<file path="src/adcop_consts.vh">
// Constants shared by the converter control and readout-port logic.
// Assumes a single 200 MHz clock (mclk) and synchronous inputs.
`ifndef ADCOP_CONSTS_VH
`define ADCOP_CONSTS_VH

// Result geometry: eight channels of eighteen bits, packed channel 1 lowest.
`define ADCOP_RES_W 18
`define ADCOP_NCH 8
`define ADCOP_BANK_W 144

// Clock period and the longest conversion time, both in nanoseconds.
`define ADCOP_MCLK_PERIOD_NS 5
`define ADCOP_CONV_TIME_NS 4000
// A longest time rounds down to whole cycles.
`define ADCOP_CONV_CYC (`ADCOP_CONV_TIME_NS / `ADCOP_MCLK_PERIOD_NS)
// Last count of the conversion timer: 800 cycles counted from zero.
// It is sized to the counter so the compare never truncates a wider constant.
`define ADCOP_CONV_LAST 10'h31F
`define ADCOP_CNT_W 10

// Read strobes per channel in each mode, and the serial bit budget.
`define ADCOP_PAR_LAST_PART 7'h01
`define ADCOP_BYTE_LAST_PART 7'h02
`define ADCOP_LAST_CH 3'h7
`define ADCOP_SER_BITS_CH1 7'h12
`define ADCOP_SER_BITS_ALL 7'h48

// Pin positions on the shared output bus.
`define ADCOP_LINE_TOP 15
`define ADCOP_LINE_HBF 14
`define ADCOP_LINE_DOUT_HIGH 8
`define ADCOP_LINE_DOUT_LOW 7

`endif

</file>
<file path="src/adcop_conv_ctrl.v">
// Conversion sequencer: joins the two sample triggers, times the conversion
// and latches all eight results into the output bank when it ends.
// Assumes triggers are synchronous to mclk and core_result is stable at the end.
`include "adcop_consts.vh"
`default_nettype none

module adcop_conv_ctrl (
  input wire mclk,
  input wire reset,
  input wire trig_a,
  input wire trig_b,
  input wire enable,
  input wire [`ADCOP_BANK_W-1:0] core_result,
  output reg busy_reg,
  output reg [`ADCOP_BANK_W-1:0] bank_reg,
  output reg done_reg
);

  localparam [`ADCOP_CNT_W-1:0] CONV_LAST = `ADCOP_CONV_LAST;

  reg trig_a_prev_reg;
  reg trig_b_prev_reg;
  reg held_a_reg;
  reg held_b_reg;
  reg [`ADCOP_CNT_W-1:0] cnt_reg;
  wire rise_a;
  wire rise_b;
  wire got_a;
  wire got_b;

  // Each group is held on its own rising edge; conversion waits for both.
  assign rise_a = trig_a & ~trig_a_prev_reg;
  assign rise_b = trig_b & ~trig_b_prev_reg;
  assign got_a = held_a_reg | rise_a;
  assign got_b = held_b_reg | rise_b;

  // Sequencer; busy and the result bank change on the same edge so a reader
  // never sees busy low with stale results, except when a power-down abandons a conversion.
  always @(posedge mclk) begin
    if (reset) begin
      trig_a_prev_reg <= 1'b0;
      trig_b_prev_reg <= 1'b0;
      held_a_reg <= 1'b0;
      held_b_reg <= 1'b0;
      cnt_reg <= {`ADCOP_CNT_W{1'b0}};
      busy_reg <= 1'b0;
      bank_reg <= {`ADCOP_BANK_W{1'b0}};
      done_reg <= 1'b0;
    end else begin
      trig_a_prev_reg <= trig_a;
      trig_b_prev_reg <= trig_b;
      done_reg <= 1'b0;
      if (!enable) begin
        // Powering down abandons a conversion in flight.
        held_a_reg <= 1'b0;
        held_b_reg <= 1'b0;
        busy_reg <= 1'b0;
        cnt_reg <= {`ADCOP_CNT_W{1'b0}};
      end else if (busy_reg) begin
        // Trigger edges are simply not looked at while converting.
        if (cnt_reg == CONV_LAST) begin
          busy_reg <= 1'b0;
          bank_reg <= core_result;
          done_reg <= 1'b1;
          cnt_reg <= {`ADCOP_CNT_W{1'b0}};
        end else begin
          cnt_reg <= cnt_reg + 1'b1;
        end
      end else if (got_a && got_b) begin
        // Tied triggers rise together and start all eight channels at once.
        busy_reg <= 1'b1;
        held_a_reg <= 1'b0;
        held_b_reg <= 1'b0;
      end else begin
        held_a_reg <= got_a;
        held_b_reg <= got_b;
      end
    end
  end

endmodule

`default_nettype wire

</file>
<file path="src/adcop_port.v">
// Converter control top: power-down handling, conversion sequencing and the
// parallel, byte and serial readout port with its first-channel flag.
// Assumes all pins are synchronous to mclk; the bench resolves pin levels
// from the _out and _oe pairs. Serial clock arrives on rd_n.
`include "adcop_consts.vh"
`default_nettype none

module adcop_port (
  input wire mclk,
  input wire reset,
  input wire interface_select,
  input wire power_down_n,
  input wire span_select,
  input wire sample_trigger_a,
  input wire sample_trigger_b,
  input wire cs_n,
  input wire rd_n,
  input wire [`ADCOP_BANK_W-1:0] core_result,
  input wire [15:0] output_bus_in,
  output reg [15:0] output_bus_out,
  output reg [15:0] output_bus_oe,
  output wire busy,
  output reg first_channel_flag,
  output reg first_channel_oe,
  output reg standby,
  output reg shutdown
);

  // Returns one channel's eighteen-bit result from the packed bank.
  function [17:0] chan_word;
    input [`ADCOP_BANK_W-1:0] bank;
    input [2:0] ch;
    begin
      chan_word = bank[ch * `ADCOP_RES_W +: `ADCOP_RES_W];
    end
  endfunction

  // Parallel word for one read: upper sixteen bits, then low two bits on top.
  function [15:0] par_word;
    input [17:0] w;
    input half;
    begin
      if (!half) begin
        par_word = w[17:2];
      end else begin
        par_word = {w[1:0], 14'h0000};
      end
    end
  endfunction

  // Byte for one read; the order flips with the high-byte-first input.
  function [7:0] byte_of;
    input [17:0] w;
    input [1:0] idx;
    input hbf;
    reg [1:0] k;
    begin
      k = hbf ? idx : (2'h2 - idx);
      case (k)
        2'h0: byte_of = w[17:10];
        2'h1: byte_of = w[9:2];
        default: byte_of = {w[1:0], 6'h00};
      endcase
    end
  endfunction

  wire [`ADCOP_BANK_W-1:0] bank_w;
  wire done_w;
  wire conv_enable;
  wire top_bit_or_byte_select;
  wire high_byte_first;
  wire mode_par;
  wire mode_byte;
  wire mode_ser;
  wire strobe_n;
  wire cs_fall;
  wire read_fall;
  wire sclk_fall;
  wire busy_fall;
  wire restart;
  wire [2:0] eff_chan;
  wire [6:0] eff_part;
  wire eff_done;
  wire [17:0] word_cur;
  wire [6:0] last_part;

  reg cs_prev_reg;
  reg rd_prev_reg;
  reg strobe_prev_reg;
  reg busy_prev_reg;
  reg relock_reg;
  reg [2:0] chan_reg;
  reg [2:0] chan_next;
  reg [6:0] part_reg;
  reg [6:0] part_next;
  reg done_reg;
  reg done_next;
  reg [71:0] shift_low_reg;
  reg [71:0] shift_low_next;
  reg [71:0] shift_high_reg;
  reg [71:0] shift_high_next;
  reg [15:0] bus_next;
  reg [15:0] oe_next;
  reg flag_next;

  // Mode pins: the top two lines are strap inputs outside parallel mode.
  assign top_bit_or_byte_select = output_bus_in[`ADCOP_LINE_TOP];
  assign high_byte_first = output_bus_in[`ADCOP_LINE_HBF];
  assign mode_par = ~interface_select;
  assign mode_byte = interface_select & top_bit_or_byte_select;
  assign mode_ser = interface_select & ~top_bit_or_byte_select;

  // Edge detection on the host strobes; inputs are already synchronous.
  assign strobe_n = cs_n | rd_n;
  assign cs_fall = ~cs_n & cs_prev_reg;
  assign read_fall = ~strobe_n & strobe_prev_reg;
  assign sclk_fall = ~rd_n & rd_prev_reg & ~cs_n;
  assign busy_fall = ~busy & busy_prev_reg;

  // A new frame, or fresh results outside serial mode, rewinds the pointer to channel 1.
  assign restart = cs_fall | (busy_fall & ~mode_ser);
  assign eff_chan = restart ? 3'h0 : chan_reg;
  assign eff_part = restart ? 7'h00 : part_reg;
  assign eff_done = restart ? 1'b0 : done_reg;
  assign word_cur = chan_word(bank_w, eff_chan);
  assign last_part = mode_byte ? `ADCOP_BYTE_LAST_PART : `ADCOP_PAR_LAST_PART;

  // Conversions stay locked out after a shutdown until a reset arrives.
  assign conv_enable = power_down_n & ~relock_reg;

  adcop_conv_ctrl u_conv (
    .mclk(mclk),
    .reset(reset),
    .trig_a(sample_trigger_a),
    .trig_b(sample_trigger_b),
    .enable(conv_enable),
    .core_result(core_result),
    .busy_reg(busy),
    .bank_reg(bank_w),
    .done_reg(done_w)
  );

  // Readout path: pointer, shift registers, bus data, enables and flag.
  always @* begin
    chan_next = chan_reg;
    part_next = part_reg;
    done_next = done_reg;
    shift_low_next = shift_low_reg;
    shift_high_next = shift_high_reg;
    bus_next = output_bus_out;
    flag_next = first_channel_flag;
    oe_next = 16'h0000;
    if (restart) begin
      chan_next = 3'h0;
      part_next = 7'h00;
      done_next = 1'b0;
      flag_next = 1'b0;
    end
    if (mode_ser) begin
      // Lines change on the serial clock's falling edge so they are settled
      // at the rising edge where the host samples.
      if (cs_fall) begin
        shift_low_next = {chan_word(bank_w, 3'h0), chan_word(bank_w, 3'h1),
          chan_word(bank_w, 3'h2), chan_word(bank_w, 3'h3)};
        shift_high_next = {chan_word(bank_w, 3'h4), chan_word(bank_w, 3'h5),
          chan_word(bank_w, 3'h6), chan_word(bank_w, 3'h7)};
        flag_next = 1'b1;
      end else if (sclk_fall && !done_reg) begin
        shift_low_next = {shift_low_reg[70:0], 1'b0};
        shift_high_next = {shift_high_reg[70:0], 1'b0};
        part_next = part_reg + 7'h01;
        if (part_next == `ADCOP_SER_BITS_CH1) begin
          flag_next = 1'b0;
        end
        if (part_next == `ADCOP_SER_BITS_ALL) begin
          done_next = 1'b1;
        end
      end
      bus_next = 16'h0000;
      bus_next[`ADCOP_LINE_DOUT_LOW] = shift_low_next[71];
      bus_next[`ADCOP_LINE_DOUT_HIGH] = shift_high_next[71];
      oe_next[`ADCOP_LINE_DOUT_LOW] = ~cs_n;
      oe_next[`ADCOP_LINE_DOUT_HIGH] = ~cs_n;
    end else begin
      if (read_fall) begin
        if (eff_done) begin
          // Past channel 8 the port drives zeros and does not wrap.
          bus_next = 16'h0000;
          flag_next = 1'b0;
        end else begin
          if (mode_byte) begin
            bus_next = {8'h00, byte_of(word_cur, eff_part[1:0], high_byte_first)};
          end else begin
            bus_next = par_word(word_cur, eff_part[0]);
          end
          flag_next = (eff_chan == 3'h0);
          if (eff_part == last_part) begin
            part_next = 7'h00;
            if (eff_chan == `ADCOP_LAST_CH) begin
              done_next = 1'b1;
            end else begin
              chan_next = eff_chan + 3'h1;
            end
          end else begin
            part_next = eff_part + 7'h01;
          end
        end
      end
      if (mode_byte) begin
        // Line 8 and the strap lines are never driven here.
        oe_next[7:0] = {8{~strobe_n}};
      end else begin
        oe_next = {16{~strobe_n}};
      end
    end
  end

  // Strobe history, pointer and pin registers.
  always @(posedge mclk) begin
    if (reset) begin
      cs_prev_reg <= 1'b1;
      rd_prev_reg <= 1'b1;
      strobe_prev_reg <= 1'b1;
      busy_prev_reg <= 1'b0;
      chan_reg <= 3'h0;
      part_reg <= 7'h00;
      done_reg <= 1'b0;
      shift_low_reg <= 72'h000000000000000000;
      shift_high_reg <= 72'h000000000000000000;
      output_bus_out <= 16'h0000;
      output_bus_oe <= 16'h0000;
      first_channel_flag <= 1'b0;
      first_channel_oe <= 1'b0;
    end else begin
      cs_prev_reg <= cs_n;
      rd_prev_reg <= rd_n;
      strobe_prev_reg <= strobe_n;
      busy_prev_reg <= busy;
      chan_reg <= chan_next;
      part_reg <= part_next;
      done_reg <= done_next;
      shift_low_reg <= shift_low_next;
      shift_high_reg <= shift_high_next;
      output_bus_out <= bus_next;
      output_bus_oe <= oe_next;
      first_channel_flag <= flag_next;
      // The flag floats whenever the device is deselected.
      first_channel_oe <= ~cs_n;
    end
  end

  // Power-down decode. The pins act at any time, conversion or not; the
  // outputs follow one cycle later since every output is registered.
  always @(posedge mclk) begin
    if (reset) begin
      standby <= 1'b0;
      shutdown <= 1'b0;
      relock_reg <= 1'b0;
    end else begin
      standby <= ~power_down_n & span_select;
      shutdown <= ~power_down_n & ~span_select;
      if (shutdown && power_down_n) begin
        relock_reg <= 1'b1;
      end
    end
  end

endmodule

`default_nettype wire

</file>
<file path="config.mk">
export PLATFORM = sky130hd
export DESIGN_NAME = adcop_port
export DESIGN_NICKNAME = d
export VERILOG_FILES = /design/src/adcop_conv_ctrl.v /design/src/adcop_port.v
export VERILOG_INCLUDE_DIRS = /design/src
export SDC_FILE = /design/constraint.sdc
export NUM_CORES = 1
export LEC_CHECK = 0
export BUFFER_PORTS_ARGS = -buffer_cell sky130_fd_sc_hd__buf_4
export CAP_MARGIN = 20
export CELL_PAD_IN_SITES_DETAIL_PLACEMENT = 1
export CELL_PAD_IN_SITES_GLOBAL_PLACEMENT = 2
export CORE_ASPECT_RATIO = 1.2
export CORE_MARGIN = 4
export CORE_UTILIZATION = 38
export CTS_CLUSTER_DIAMETER = 200
export CTS_CLUSTER_SIZE = 16
export DETAILED_ROUTE_END_ITERATION = 10
export MAX_ROUTING_LAYER = met4
export PLACE_DENSITY_LB_ADDON = 0.1
export SYNTH_ARGS = -nofsm -noshare
export SYNTH_HDL_FRONTEND = slang
export SYNTH_HIERARCHICAL = 1
export SYNTH_SLANG_ARGS = --single-unit
export TNS_END_PERCENT = 100
</file>
<file path="constraint.sdc">
create_clock -name mclk -period 5.2 [get_ports mclk]
set_clock_uncertainty 0.15 [all_clocks]
set_input_delay 0.26 -clock mclk [delete_from_list [all_inputs] [get_ports mclk]]
set_output_delay 0.26 -clock mclk [all_outputs]
set_load 0.03 [all_outputs]
</file>
### Word-level counts from Yosys, hierarchy flattened

Index checks and enable logic that the tools add are counted.

* register bits: 343
* logic and storage cells: 132

* $add $sub $neg: 5
* $mul: 1
* eq/ne operators: 6
* shifts and indexed selects: 1
* multiplexer cells: 49
* bitwise operators: 29
* reduce and logical (&&, ||, !) cells: 13

Operators with widths (number)
* 72-bit two-way mux: 4
* 144-bit by 9-bit variable part select with 18-bit output: 1
* 7-bit two-way mux: 7
* 16-bit two-way mux: 3
* 1-bit two-way mux: 22
* 3-bit two-way mux: 6
* 9-bit two-way mux: 2
* 8-bit one-hot mux with 2 select lines: 1
* 7-bit by 1-bit adder with 7-bit output (second input constant): 2
* 1-bit AND: 13
* 1-bit NOT: 12
* 10-bit by 1-bit adder with 10-bit output (second input constant): 1
* 10-bit equality test (second input constant): 1
* 10-bit two-way mux: 1
* 7-bit by 2-bit equality test with 1-bit output: 1
* 7-bit by 5-bit equality test with 1-bit output (second input constant): 1
* 7-bit equality test (second input constant): 1
* 3-bit by 4-bit multiplier with 7-bit output (second input constant): 1
* 2-bit two-way mux: 3
* 1-bit OR: 4
* 2-bit nonzero test: 2
* 2-bit OR reduction: 2
* 3-bit by 1-bit adder with 3-bit output (second input constant): 1
* 3-bit equality test (second input constant): 1
* 9 further kinds: 11

### Longest topological paths before layout

Gate-level depths: netlist (run 1).

* word-level depth: 14
* depth in mapped cells: 12

### Modules after synthesis

The synthesis (run 1) kept the hierarchy.

By module, submodules not included
* adcop_port: instances 1, cells each 1242, area each 9619.2 um^2, seq. area each 3683.5 um^2
* adcop_conv_ctrl: instances 1, cells each 703, area each 7096.8 um^2, seq. area each 3203.1 um^2

### Worst setup path before layout (run 1)

No wires, ideal clock.

* path type: register -> register
* from: reg u_conv.busy_reg
* to: reg output_bus_out[2]
* arrival time: 2.730 ns
* data required time: 4.928 ns
* setup slack: 2.198 ns
* cell stages (with the launch flop): 12
* path through: dfxtp_1 nand2b_1 clkbuf_1 o21ai_2 buf_2 nor2_1 ha_1 o21ai_0 nor4b_1 o21bai_1 a211oi_1 a221o_1

* cells in the longest elaborated chain, start to end: 11
* elaborated cells between the ends (all ways): 17
* those cells by class: add/sub: 1; mul: 1; eq/ne: 1; shift: 1; mux: 8; bitwise: 4; reduce/logical: 1

RTL lines
* start, declared: line adcop_conv_ctrl.v:14 `output reg busy_reg,`
* start signal, assigned: line adcop_conv_ctrl.v:46 `busy_reg <= 1'b0;`
* start signal, assigned: line adcop_conv_ctrl.v:57 `busy_reg <= 1'b0;`
* start signal, assigned: line adcop_conv_ctrl.v:62 `busy_reg <= 1'b0;`
* 1-bit NOT (*): line adcop_port.v:118 `assign busy_fall = ~busy & busy_prev_reg;`
* 1-bit AND (*): line adcop_port.v:118
* 1-bit AND (*): line adcop_port.v:121 `assign restart = cs_fall | (busy_fall & ~mode_ser);`
* 1-bit OR (*): line adcop_port.v:121
* branches (longest 6 deep; another with 3-bit by 4-bit multiplier with 7-bit output)
* 16-bit two-way mux (*): line adcop_port.v:186 `if (eff_done) begin`
* end signal, assigned: line adcop_port.v:244 `output_bus_out <= bus_next;`
* end, declared: line adcop_port.v:20 `output reg [15:0] output_bus_out,`

Every way passes the cells marked *.
A chain may end at the register's enable or synchronous reset.

### Final worst setup path (run 1)

* from: reg u_conv.busy_reg
* to: reg output_bus_out[3]

Same word-level chain as after synthesis.

==> results.tsv, run 1 <==
stage	metric	value	unit
finish	most common cell after layout, fill and taps aside	dfxtp_1	
cts	CTS clk-pin slew, worst paths	0.09	ns
pwr	Lkg Pwr	6.75	nW
min_path	worst min-delay path class	in2reg	
finish	most frequent cells in the layout	dfxtp_1 (341), nand2_1 (327), nand2b_1 (298)	
global_route	largest net degree at the start of global routing	275	
yosys	yosys warns	6	
finish	share of cells above drive strength 1	0.126	
finish	Fillers	4988	
drt	first drt pass iteration count	5	
finish	Area Growth Syn to Fin	22.0	%
floorplan	Core Region	43100	um^2
placement	DP HPWL	38200	um
sta	RSZ-0062 raised after global routing	no	
global_route	first-pass GRT wire length	88200	um
critical_path	worst-path maximum fanout	15	
global_route	vias in the first global route	15000	
floorplan	die height	238	um
floorplan	Initial Util	0.387	
cts	clock sinks	343	
sta	Peak Freq	0.294	GHz
finish	max reg flops	144	
critical_path	R2R depth	10	
min_path	worst hold path endpoint	u_conv/trig_b_prev_reg	
critical_path	Worst EP required	5.51	ns
critical_path	R2R Setup Slk	1.80	ns
sta	Setup-failing EPs final	0	
global_route	GRT Overall Usage	0.241	
pwr	P per Cell Area	254	nW/um^2
sta	max-slew violations	0	
critical_path	FF-to-FF Start	u_conv/busy_reg	
placement	placed cell count	2527	
floorplan	FP Rows	83	
drt	# DRC	0	
critical_path	Setup crit end kind	flip-flop	
yosys	mapped cell area	16700	um^2
sta	final worst path period need	3.40	ns
min_path	hold path startpoint	reset	
finish	Reg area	6870	um^2
floorplan	Die ar.	47400	um^2
yosys	Net Count, Synth	2119	
cts	TritonCTS clock tree	built	
global_route	initial antenna violation count	3	
critical_path	critical register-to-register path endpoint	output_bus_out[3]	
sta	Final Hold Fails	0	
cts	Resize count post-CTS	0	
finish	Post-Layout Cell Count	2709	
sta	Period Utilization, post-route	0.654	
min_path	WHS Path Cells	2	
drt	drt via density	5.41	
floorplan	Die W	199	um
drt	total number of vias	14700	
finish	footprint of the multi-input gates	8930	um^2
sta	Slew HR	0.290	
cts	later-pin clock latency in the skew report	0.56	ns
critical_path	Worst Setup Path Type	reg2reg	
yosys	Mapped Cells	1943	
sta	Least-Margin Pin Slew	1.06	ns
cts	# H-tree levels	1	
drt	WL final	57400	um
critical_path	Worst setup SP type	flip-flop	
cts	clk buf depth	3	
flow_run	Max-cap violations	0	
cts	Num CTS Buffers	25	
pwr	Max VDD drop	0.000203	V
global_route	grt total ovfl	0	
yosys	Mean Syn Cell Area	8.59	um^2
cts	CTS root buf	clkbuf_16	
drt	routed wire length per instance	21.2	um
finish	Final nets	2331	
placement	Final GP Congestion	0.874	
sta	post-route setup TNS	0	ns
floorplan	IO Pins	206	
outcome	status	completed	
placement	number of port buffers	191	
drt	Detail Route Antenna Nets	0	
drt	Iter 0 DRT Violations	814	
critical_path	Worst Path Arrival	3.71	ns
-- timing repair --
action                                  4_1_cts  5_1_grt
setup buffers                                 0        0
endpoints found under the setup margin        0        0
hold endpoints to repair                    160        0
hold buffers                                153        0
-- cell type report --
type                    count  share of cell area
diodes                      3            0.000369
clock buffers              25              0.0307
clock inverters             1            0.000553
inverters                  14             0.00258
multi-input cells        1410               0.439
flip-flops and latches    343               0.337
well taps                 552              0.0339
repair buffers            361               0.156
-- report_power, final --
part / internal [mW] / switching (mW)
Sequential: 2.69 / 0.0414
Clock: 0.855 / 0.951
Combinational: 0.300 / 0.328
-- metal layers --
layer / up-vias / global-route usage / wire, um
met2: 304 / 0.400 / 27700
met3: 77 / 0.0242 / 2050
met5: - / - / 0
met1: 7159 / 0.311 / 25800
met4: 0 / 0.0738 / 1840
li1: 7119 / - / -
-- critical path: stages (launching register included) --
cell      delay, ns
dfxtp_1        0.30
buf_4          0.19
nand2b_1       0.30
o211ai_1       0.45
inv_1          0.12
ha_1           0.34
o21ai_0        0.56
nor4b_1        0.12
o21bai_1       0.41
a211oi_1       0.10
a221o_1        0.27
-- worst max-delay path by stage --
stage / slack (ns) / to / from
final: 1.80 / output_bus_out[3] / u_conv/busy_reg
after global routing: 1.61 / output_bus_out[3] / u_conv/busy_reg
after CTS: 1.87 / output_bus_out[3] / u_conv/busy_reg
after detailed placement: 1.88 / output_bus_out[3] / u_conv/busy_reg
after global placement: 1.87 / output_bus_out[3] / u_conv/busy_reg
after floorplan: 2.20 / output_bus_out[2] / u_conv/busy_reg
-- per-stage QoR --
stage	worst slack, ns	hold slack [ns]	util	area (um^2)	total power [mW]
global placement	1.87	0.280	0.422	18200	3.31
global route	1.61	0.0824	0.472	20400	5.38
finish	1.80	0.0391	0.472	20400	5.17
detailed placement	1.88	0.292	0.422	18200	3.33
floorplan	2.20	0.182	-	16700	3.12
CTS	1.87	0.0322	0.472	20400	5.23
(Power assumes the default switching activity.)
==> inputs of run 2 (changes only) <==
Settings changed: CORE_UTILIZATION 38 to 32.
Clock period 5.2 ns to 2.8 ns, I/O delays scaled along.
==> run 2 against run 1 <==
Effect of this change: die area increased by 18%; global-route usage fell by 2.9 points; final cell count increased by 6.9%; total power grew 88%; register-to-register slack worse by 1.6 ns; hold slack improved by 0.14 ns; sequential share of layout area down 1.1 points; critical path depth shrank 3; critical path type unchanged; highest routed layer unchanged.
==> results.tsv, run 2 (synthesis gave the netlist of run 1 again) <==
stage	metric	value	unit	change
finish	max reg flops	144		unchanged
global_route	GRT Overall Usage	0.212		-0.0293
sta	Min Hold Slack	0.180	ns	+0.141 ns
critical_path	critical path's top delay family	buffers and inverters		
placement	DP HPWL	41700	um	+9.2%
finish	Post-Layout Cell Count	2897		+6.9%
cts	Num CTS Buffers	25		unchanged
sta	post-route setup TNS	0	ns	unchanged
critical_path	CP max stage cell	dlygate4sd3_1		
sta	Least-Margin Pin Slew	0.850	ns	-0.214 ns
outcome	status	completed		
finish	Final nets	2375		+1.9%
finish	share of cells above drive strength 1	0.141		+0.0147
cts	CTS clk-pin slew, worst paths	0.07	ns	-0.02 ns
sta	final worst path period need	2.62	ns	-0.779 ns
critical_path	CP bufs+invs	2		unchanged
min_path	worst min-delay path class	in2reg		
pwr	Clock Power Share	0.353		+0.004
critical_path	Worst Setup Path Type	reg2reg		
cts	# H-tree levels	1		unchanged
sta	Peak Freq	0.381	GHz	+30%
floorplan	die height	258	um	+8.7%
flow_run	Max-cap violations	0		unchanged
global_route	first-pass GRT wire length	91000	um	+3.2%
min_path	WHS Path Cells	3		+1
pwr	final total power	9.70	mW	+88%
floorplan	Initial Util	0.324		-0.0630
global_route	routing usage on met1	0.275		-0.0362
placement	number of port buffers	191		unchanged
global_route	GRT Max-Usage Layer	met2		
sta	Slew HR	0.432		+0.143
global_route	vias in the first global route	15100		+0.37%
finish	most common cell after layout, fill and taps aside	dfxtp_1		
drt	total number of vias	14800		+0.68%
global_route	initial antenna violation count	2		-1
critical_path	Worst EP required	3.15	ns	-2.36 ns
finish	Fillers	5997		+20%
pwr	Max VDD drop	0.000397	V	+95%
finish	final design area excluding fillers	21000	um^2	+3.3%
placement	Post-DP Area	18700	um^2	+3.0%
sta	Period Utilization, post-route	0.937		+0.283
placement	pre-CTS WS	0.278	ns	-1.60 ns
global_route	met3 global-route usage	0.0219		-0.00235
sta	RSZ-0062 raised after global routing	no		
drt	Iter 0 DRT Violations	884		+8.6%
drt	Detail Route Antenna Nets	0		unchanged
critical_path	Worst Path Arrival	2.97	ns	-0.74 ns
floorplan	Core Region	51500	um^2	+19%
cts	CTS root buf	clkbuf_16		
pwr	Internal	7.18	mW	+87%
floorplan	IO Pins	206		unchanged
finish	most frequent cells in the layout	dfxtp_1 (340), nand2_1 (327), nand2b_1 (298)		
sta	Final WS setup	0.176	ns	-1.62 ns
drt	WL final	59400	um	+3.6%
floorplan	Die W	216	um	+8.6%
pwr	sw power	2.52	mW	+91%
drt	routed wire length per instance	20.5	um	-3.2%
cts	later-pin clock latency in the skew report	0.59	ns	+0.03 ns
global_route	global-route track usage on met2	0.359		-0.0403
cts	clock sinks	343		unchanged
critical_path	R2R depth	7		-3
global_route	largest net degree at the start of global routing	182		-34%
sta	Setup-failing EPs final	0		unchanged
drt	first drt pass iteration count	5		unchanged
pwr	Sw Share	0.260		+0.00427
cts	TritonCTS clock tree	built		
critical_path	worst-path maximum fanout	35		+20
critical_path	Worst path max stage delay	0.58	ns	+0.02 ns
sta	Final Hold Fails	0		unchanged
global_route	grt total ovfl	0		unchanged
cts	clk buf depth	3		unchanged
critical_path	worst-path cell chain	ha_1 > and3_1 > nand3_2 > nor3_4 > clkbuf_16 > mux2i_1 > dlygate4sd3_1		
floorplan	FP Rows	91		+9.6%
drt	# DRC	0		unchanged
finish	final core occ	0.408		-0.0639
pwr	P per Cell Area	462	nW/um^2	+82%
floorplan	Die ar.	55900	um^2	+18%
pwr	share of power burned in registers	0.523		-0.006
placement	Final GP Congestion	0.903		+3.3%
critical_path	Worst setup SP type	flip-flop		
pwr	Lkg Pwr	7.02	nW	+4.0%
critical_path	cell count along the critical path	7		-3
sta	max-slew violations	0		unchanged
finish	Area Growth Syn to Fin	25.9	%	
pwr	Comb power frac	0.124		+0.003
placement	placed cell count	2705		+7.0%
drt	drt via density	5.09		-5.9%
critical_path	Setup crit end kind	flip-flop		
## run 2: cell type report
class | count | area (um^2) | share of cell area
multi-input cells | 1410 | 8950 | 0.426
flip-flops and latches | 343 | 6870 | 0.327
repair buffers | 405 | 3630 | 0.173
well taps | 697 | 872 | 0.0415
clock buffers | 25 | 626 | 0.0298
inverters | 14 | 52.6 | 0.00250
clock inverters | 2 | 20.0 | 0.000952
diodes | 1 | 2.50 | 0.000119
## run 2: final timing paths
check                                  startpoint                    to  slack [ns]
worst min register to register  shift_low_reg[71]     shift_low_reg[71]        0.32
worst max register to register  u_conv/cnt_reg[0]  u_conv/bank_reg[104]        0.18
worst max-delay path            u_conv/cnt_reg[0]  u_conv/bank_reg[104]        0.18
worst min-delay path                 power_down_n               standby        0.18
## run 2: layer usage
layer	routed length, um	share of wire
met1	27000	0.45
met2	29100	0.49
met3	2040	0.034
met4	1310	0.022
met5	0	0
## run 2: what timing repair did
| item | CTS | global route |
|---|---|---|
| endpoints found under the hold margin | 179 | 0 |
| setup endpoints to repair | 0 | 4 |
| resized for setup | 0 | 3 |
| hold buffers | 163 | 0 |
| setup buffers | 0 | 1 |
## run 2: power by group through the flow
| stage | clock (mW) | sequential (mW) | combinational (mW) |
|---|---|---|---|
| after detailed placement | 0 | 5.19 | 1.03 |
| after global routing | 3.72 | 5.09 | 1.32 |
| final | 3.42 | 5.08 | 1.21 |
| after CTS | 3.57 | 5.07 | 1.21 |
| after floorplan | 0 | 5.18 | 0.611 |
| after global placement | 0 | 5.18 | 1.01 |
## run 2: worst min-delay path, cell delays in order
cell,delay (ns)
dlygate4sd3_1,0.54
buf_4,0.12
nor3b_1,0.04
==> inputs of run 3 (changes only) <==
Settings changed: CORE_ASPECT_RATIO 1.2 to 2, REMOVE_ABC_BUFFERS set to 1.
==> run 3 against run 2 <==
Effect of this change: design area is 0.36% higher; utilization barely moved; clock power is 1% lower; global-route usage grew 0.55 points; sequential share of layout area decreased by 0.12 points; sequential power hardly changed; register-to-register slack gained 0.10 ns; die area up 0.37%; worst setup slack better by 0.078 ns; clock-buffer cell count is the same; critical path depth rose by 5; critical path type is now in2reg; critical endpoint is now output_bus_out[3].
==> results.tsv, run 3 (synthesis gave the netlist of run 1 again) <==
stage	metric	value	unit	change
floorplan	Initial Util	0.323		-0.00132
finish	most common cell after layout, fill and taps aside	dfxtp_1		
pwr	Comb power frac	0.127		+0.003
pwr	P per Cell Area	459	nW/um^2	-0.51%
finish	Area Growth Syn to Fin	26.4	%	
global_route	grt total ovfl	0		unchanged
drt	Iter 0 DRT Violations	791		-11%
finish	max reg flops	144		unchanged
global_route	GRT Overall Usage	0.217		+0.00551
finish	Antenna diodes	0		-1
sta	Final WS setup	0.254	ns	+0.0782 ns
sta	Peak Freq	0.393	GHz	+3.1%
sta	Slew HR	0.447		+0.0146
critical_path	worst-path maximum fanout	7		-80%
global_route	largest net degree at the start of global routing	225		+24%
critical_path	R2R depth	9		+2
critical_path	worst-path cell chain	dlygate4sd3_1 > buf_4 > nor2b_1 > buf_4 > o211ai_1 > inv_1 > ha_1 > o21ai_0 > nor4b_1 > o21bai_1 > a211oi_1 > a221o_1		
critical_path	Worst Setup Path Type	in2reg		
finish	Fillers	5987		-0.17%
finish	Final nets	2398		+0.97%
drt	drt via density	5.15		+1.0%
cts	CTS Hold Bufs	155		-4.9%
placement	DP HPWL	42600	um	+2.2%
critical_path	Worst Path Arrival	2.84	ns	-0.13 ns
sta	RSZ-0062 raised after global routing	no		
cts	CTS clk-pin slew, worst paths	0.09	ns	+0.02 ns
pwr	sw power	2.50	mW	-0.75%
drt	WL final	60300	um	+1.5%
cts	Num CTS Buffers	25		unchanged
drt	routed wire length per instance	20.9	um	+2.1%
pwr	Clock Power Share	0.348		-0.005
cts	TritonCTS clock tree	built		
pwr	Internal	7.19	mW	about the same
placement	Final GP Congestion	0.848		-6.1%
drt	total number of vias	14800		+0.47%
finish	share of cells above drive strength 1	0.152		+0.0108
global_route	vias in the first global route	15800		+4.8%
sta	Least-Margin Pin Slew	0.830	ns	-0.0202 ns
floorplan	Core Region	51700	um^2	+0.41%
cts	clk buf depth	3		unchanged
cts	postcts setup bufs	0		unchanged
global_route	first-pass GRT wire length	93200	um	+2.4%
pwr	Max VDD drop	0.000397	V	about the same
global_route	initial antenna violation count	0		-2
cts	CTS root buf	clkbuf_16		
drt	first drt pass iteration count	4		-1
floorplan	Die ar.	56100	um^2	+0.37%
outcome	status	completed		
sta	post-route setup TNS	0	ns	unchanged
cts	Resize count post-CTS	0		unchanged
critical_path	Setup crit end kind	flip-flop		
finish	most frequent cells in the layout	dfxtp_1 (341), nand2_1 (327), nand2b_1 (298)		
sta	Setup-failing EPs final	0		unchanged
placement	number of port buffers	191		unchanged
sta	max-slew violations	0		unchanged
sta	Final Hold Fails	0		unchanged
sta	Period Utilization, post-route	0.909		-0.0279
cts	# H-tree levels	1		unchanged
cts	clock sinks	343		unchanged
flow_run	Max-cap violations	0		unchanged
floorplan	die height	331	um	+28%
floorplan	FP Rows	118		+30%
critical_path	Top cell by count, worst path	buf_4		
drt	Detail Route Antenna Nets	0		unchanged
placement	pre-CTS WS	0.255	ns	-0.0229 ns
sta	final worst path period need	2.55	ns	-0.0782 ns
min_path	WHS Path Cells	5		+2
critical_path	Worst setup SP type	primary input		
floorplan	Die W	169	um	-22%
min_path	worst min-delay path class	in2reg		
floorplan	IO Pins	206		unchanged
critical_path	Worst EP required	3.09	ns	-0.06 ns
pwr	Sw Share	0.258		-0.00156
critical_path	CP max stage cell	dlygate4sd3_1		
pwr	share of power burned in registers	0.525		+0.002
drt	# DRC	0		unchanged
cts	later-pin clock latency in the skew report	0.57	ns	-0.02 ns
critical_path	Worst path max stage delay	0.55	ns	-0.03 ns
pwr	Lkg Pwr	7.12	nW	+1.4%
[run 3: area by class of cell]
class,instances,area [um^2],area share
inverter,14,52.6,0.00249
sequential,343,6870,0.326
clock inverter,1,11.3,0.000534
tap,660,826,0.0391
timing repair buffer,428,3780,0.179
clock buffer,25,626,0.0297
multi-input combinational,1410,8930,0.423
[run 3: stage by stage]
| step | hold WS [ns] | cells | util | power [mW] | cell area [um^2] |
|---|---|---|---|---|---|
| global placement | 0.157 | 2700 | 0.366 | 6.25 | 18900 |
| CTS | 0.0158 | 2881 | 0.408 | 9.89 | 21100 |
| detailed placement | 0.182 | 2700 | 0.366 | 6.27 | 18900 |
| global route | 0.0934 | 2881 | 0.408 | 10.2 | 21100 |
| floorplan | 0.0591 | 1767 | - | 5.75 | 15800 |
| finish | 0.0491 | 2881 | 0.408 | 9.69 | 21100 |
[run 3: path summary, 6_finish.rpt]
check                                       start  slack (ns)           endpoint
worst min register to register  shift_low_reg[71]        0.31  shift_low_reg[71]
worst min-delay path            output_bus_in[14]        0.05  output_bus_out[6]
worst max-delay path             interface_select        0.25  output_bus_out[3]
worst max register to register    u_conv/busy_reg        0.28  output_bus_out[3]
[run 3: worst max-delay path, delay by kind of cell]
family | cells | cell delay (ns)
adders and majority gates | 1 | 0.32
buffers and inverters | 4 | 0.97
AOI/OAI and AO/OA | 5 | 1.21
and+or+nand+nor | 2 | 0.21
[run 3: layer usage]
layer	part of all wire	track usage	up-vias
met5	0	-	-
met4	0.039	0.0786	0
met3	0.029	0.0192	76
met2	0.52	0.387	263
met1	0.42	0.254	7245
li1	-	-	7245
[run 3: power groups by stage]
stage | clock network (mW) | logic, mW | registers, mW
final | 3.38 | 1.23 | 5.08
after global routing | 3.70 | 1.36 | 5.10
after CTS | 3.56 | 1.25 | 5.08
after detailed placement | 0 | 1.07 | 5.20
after global placement | 0 | 1.05 | 5.20
after floorplan | 0 | 0.552 | 5.20
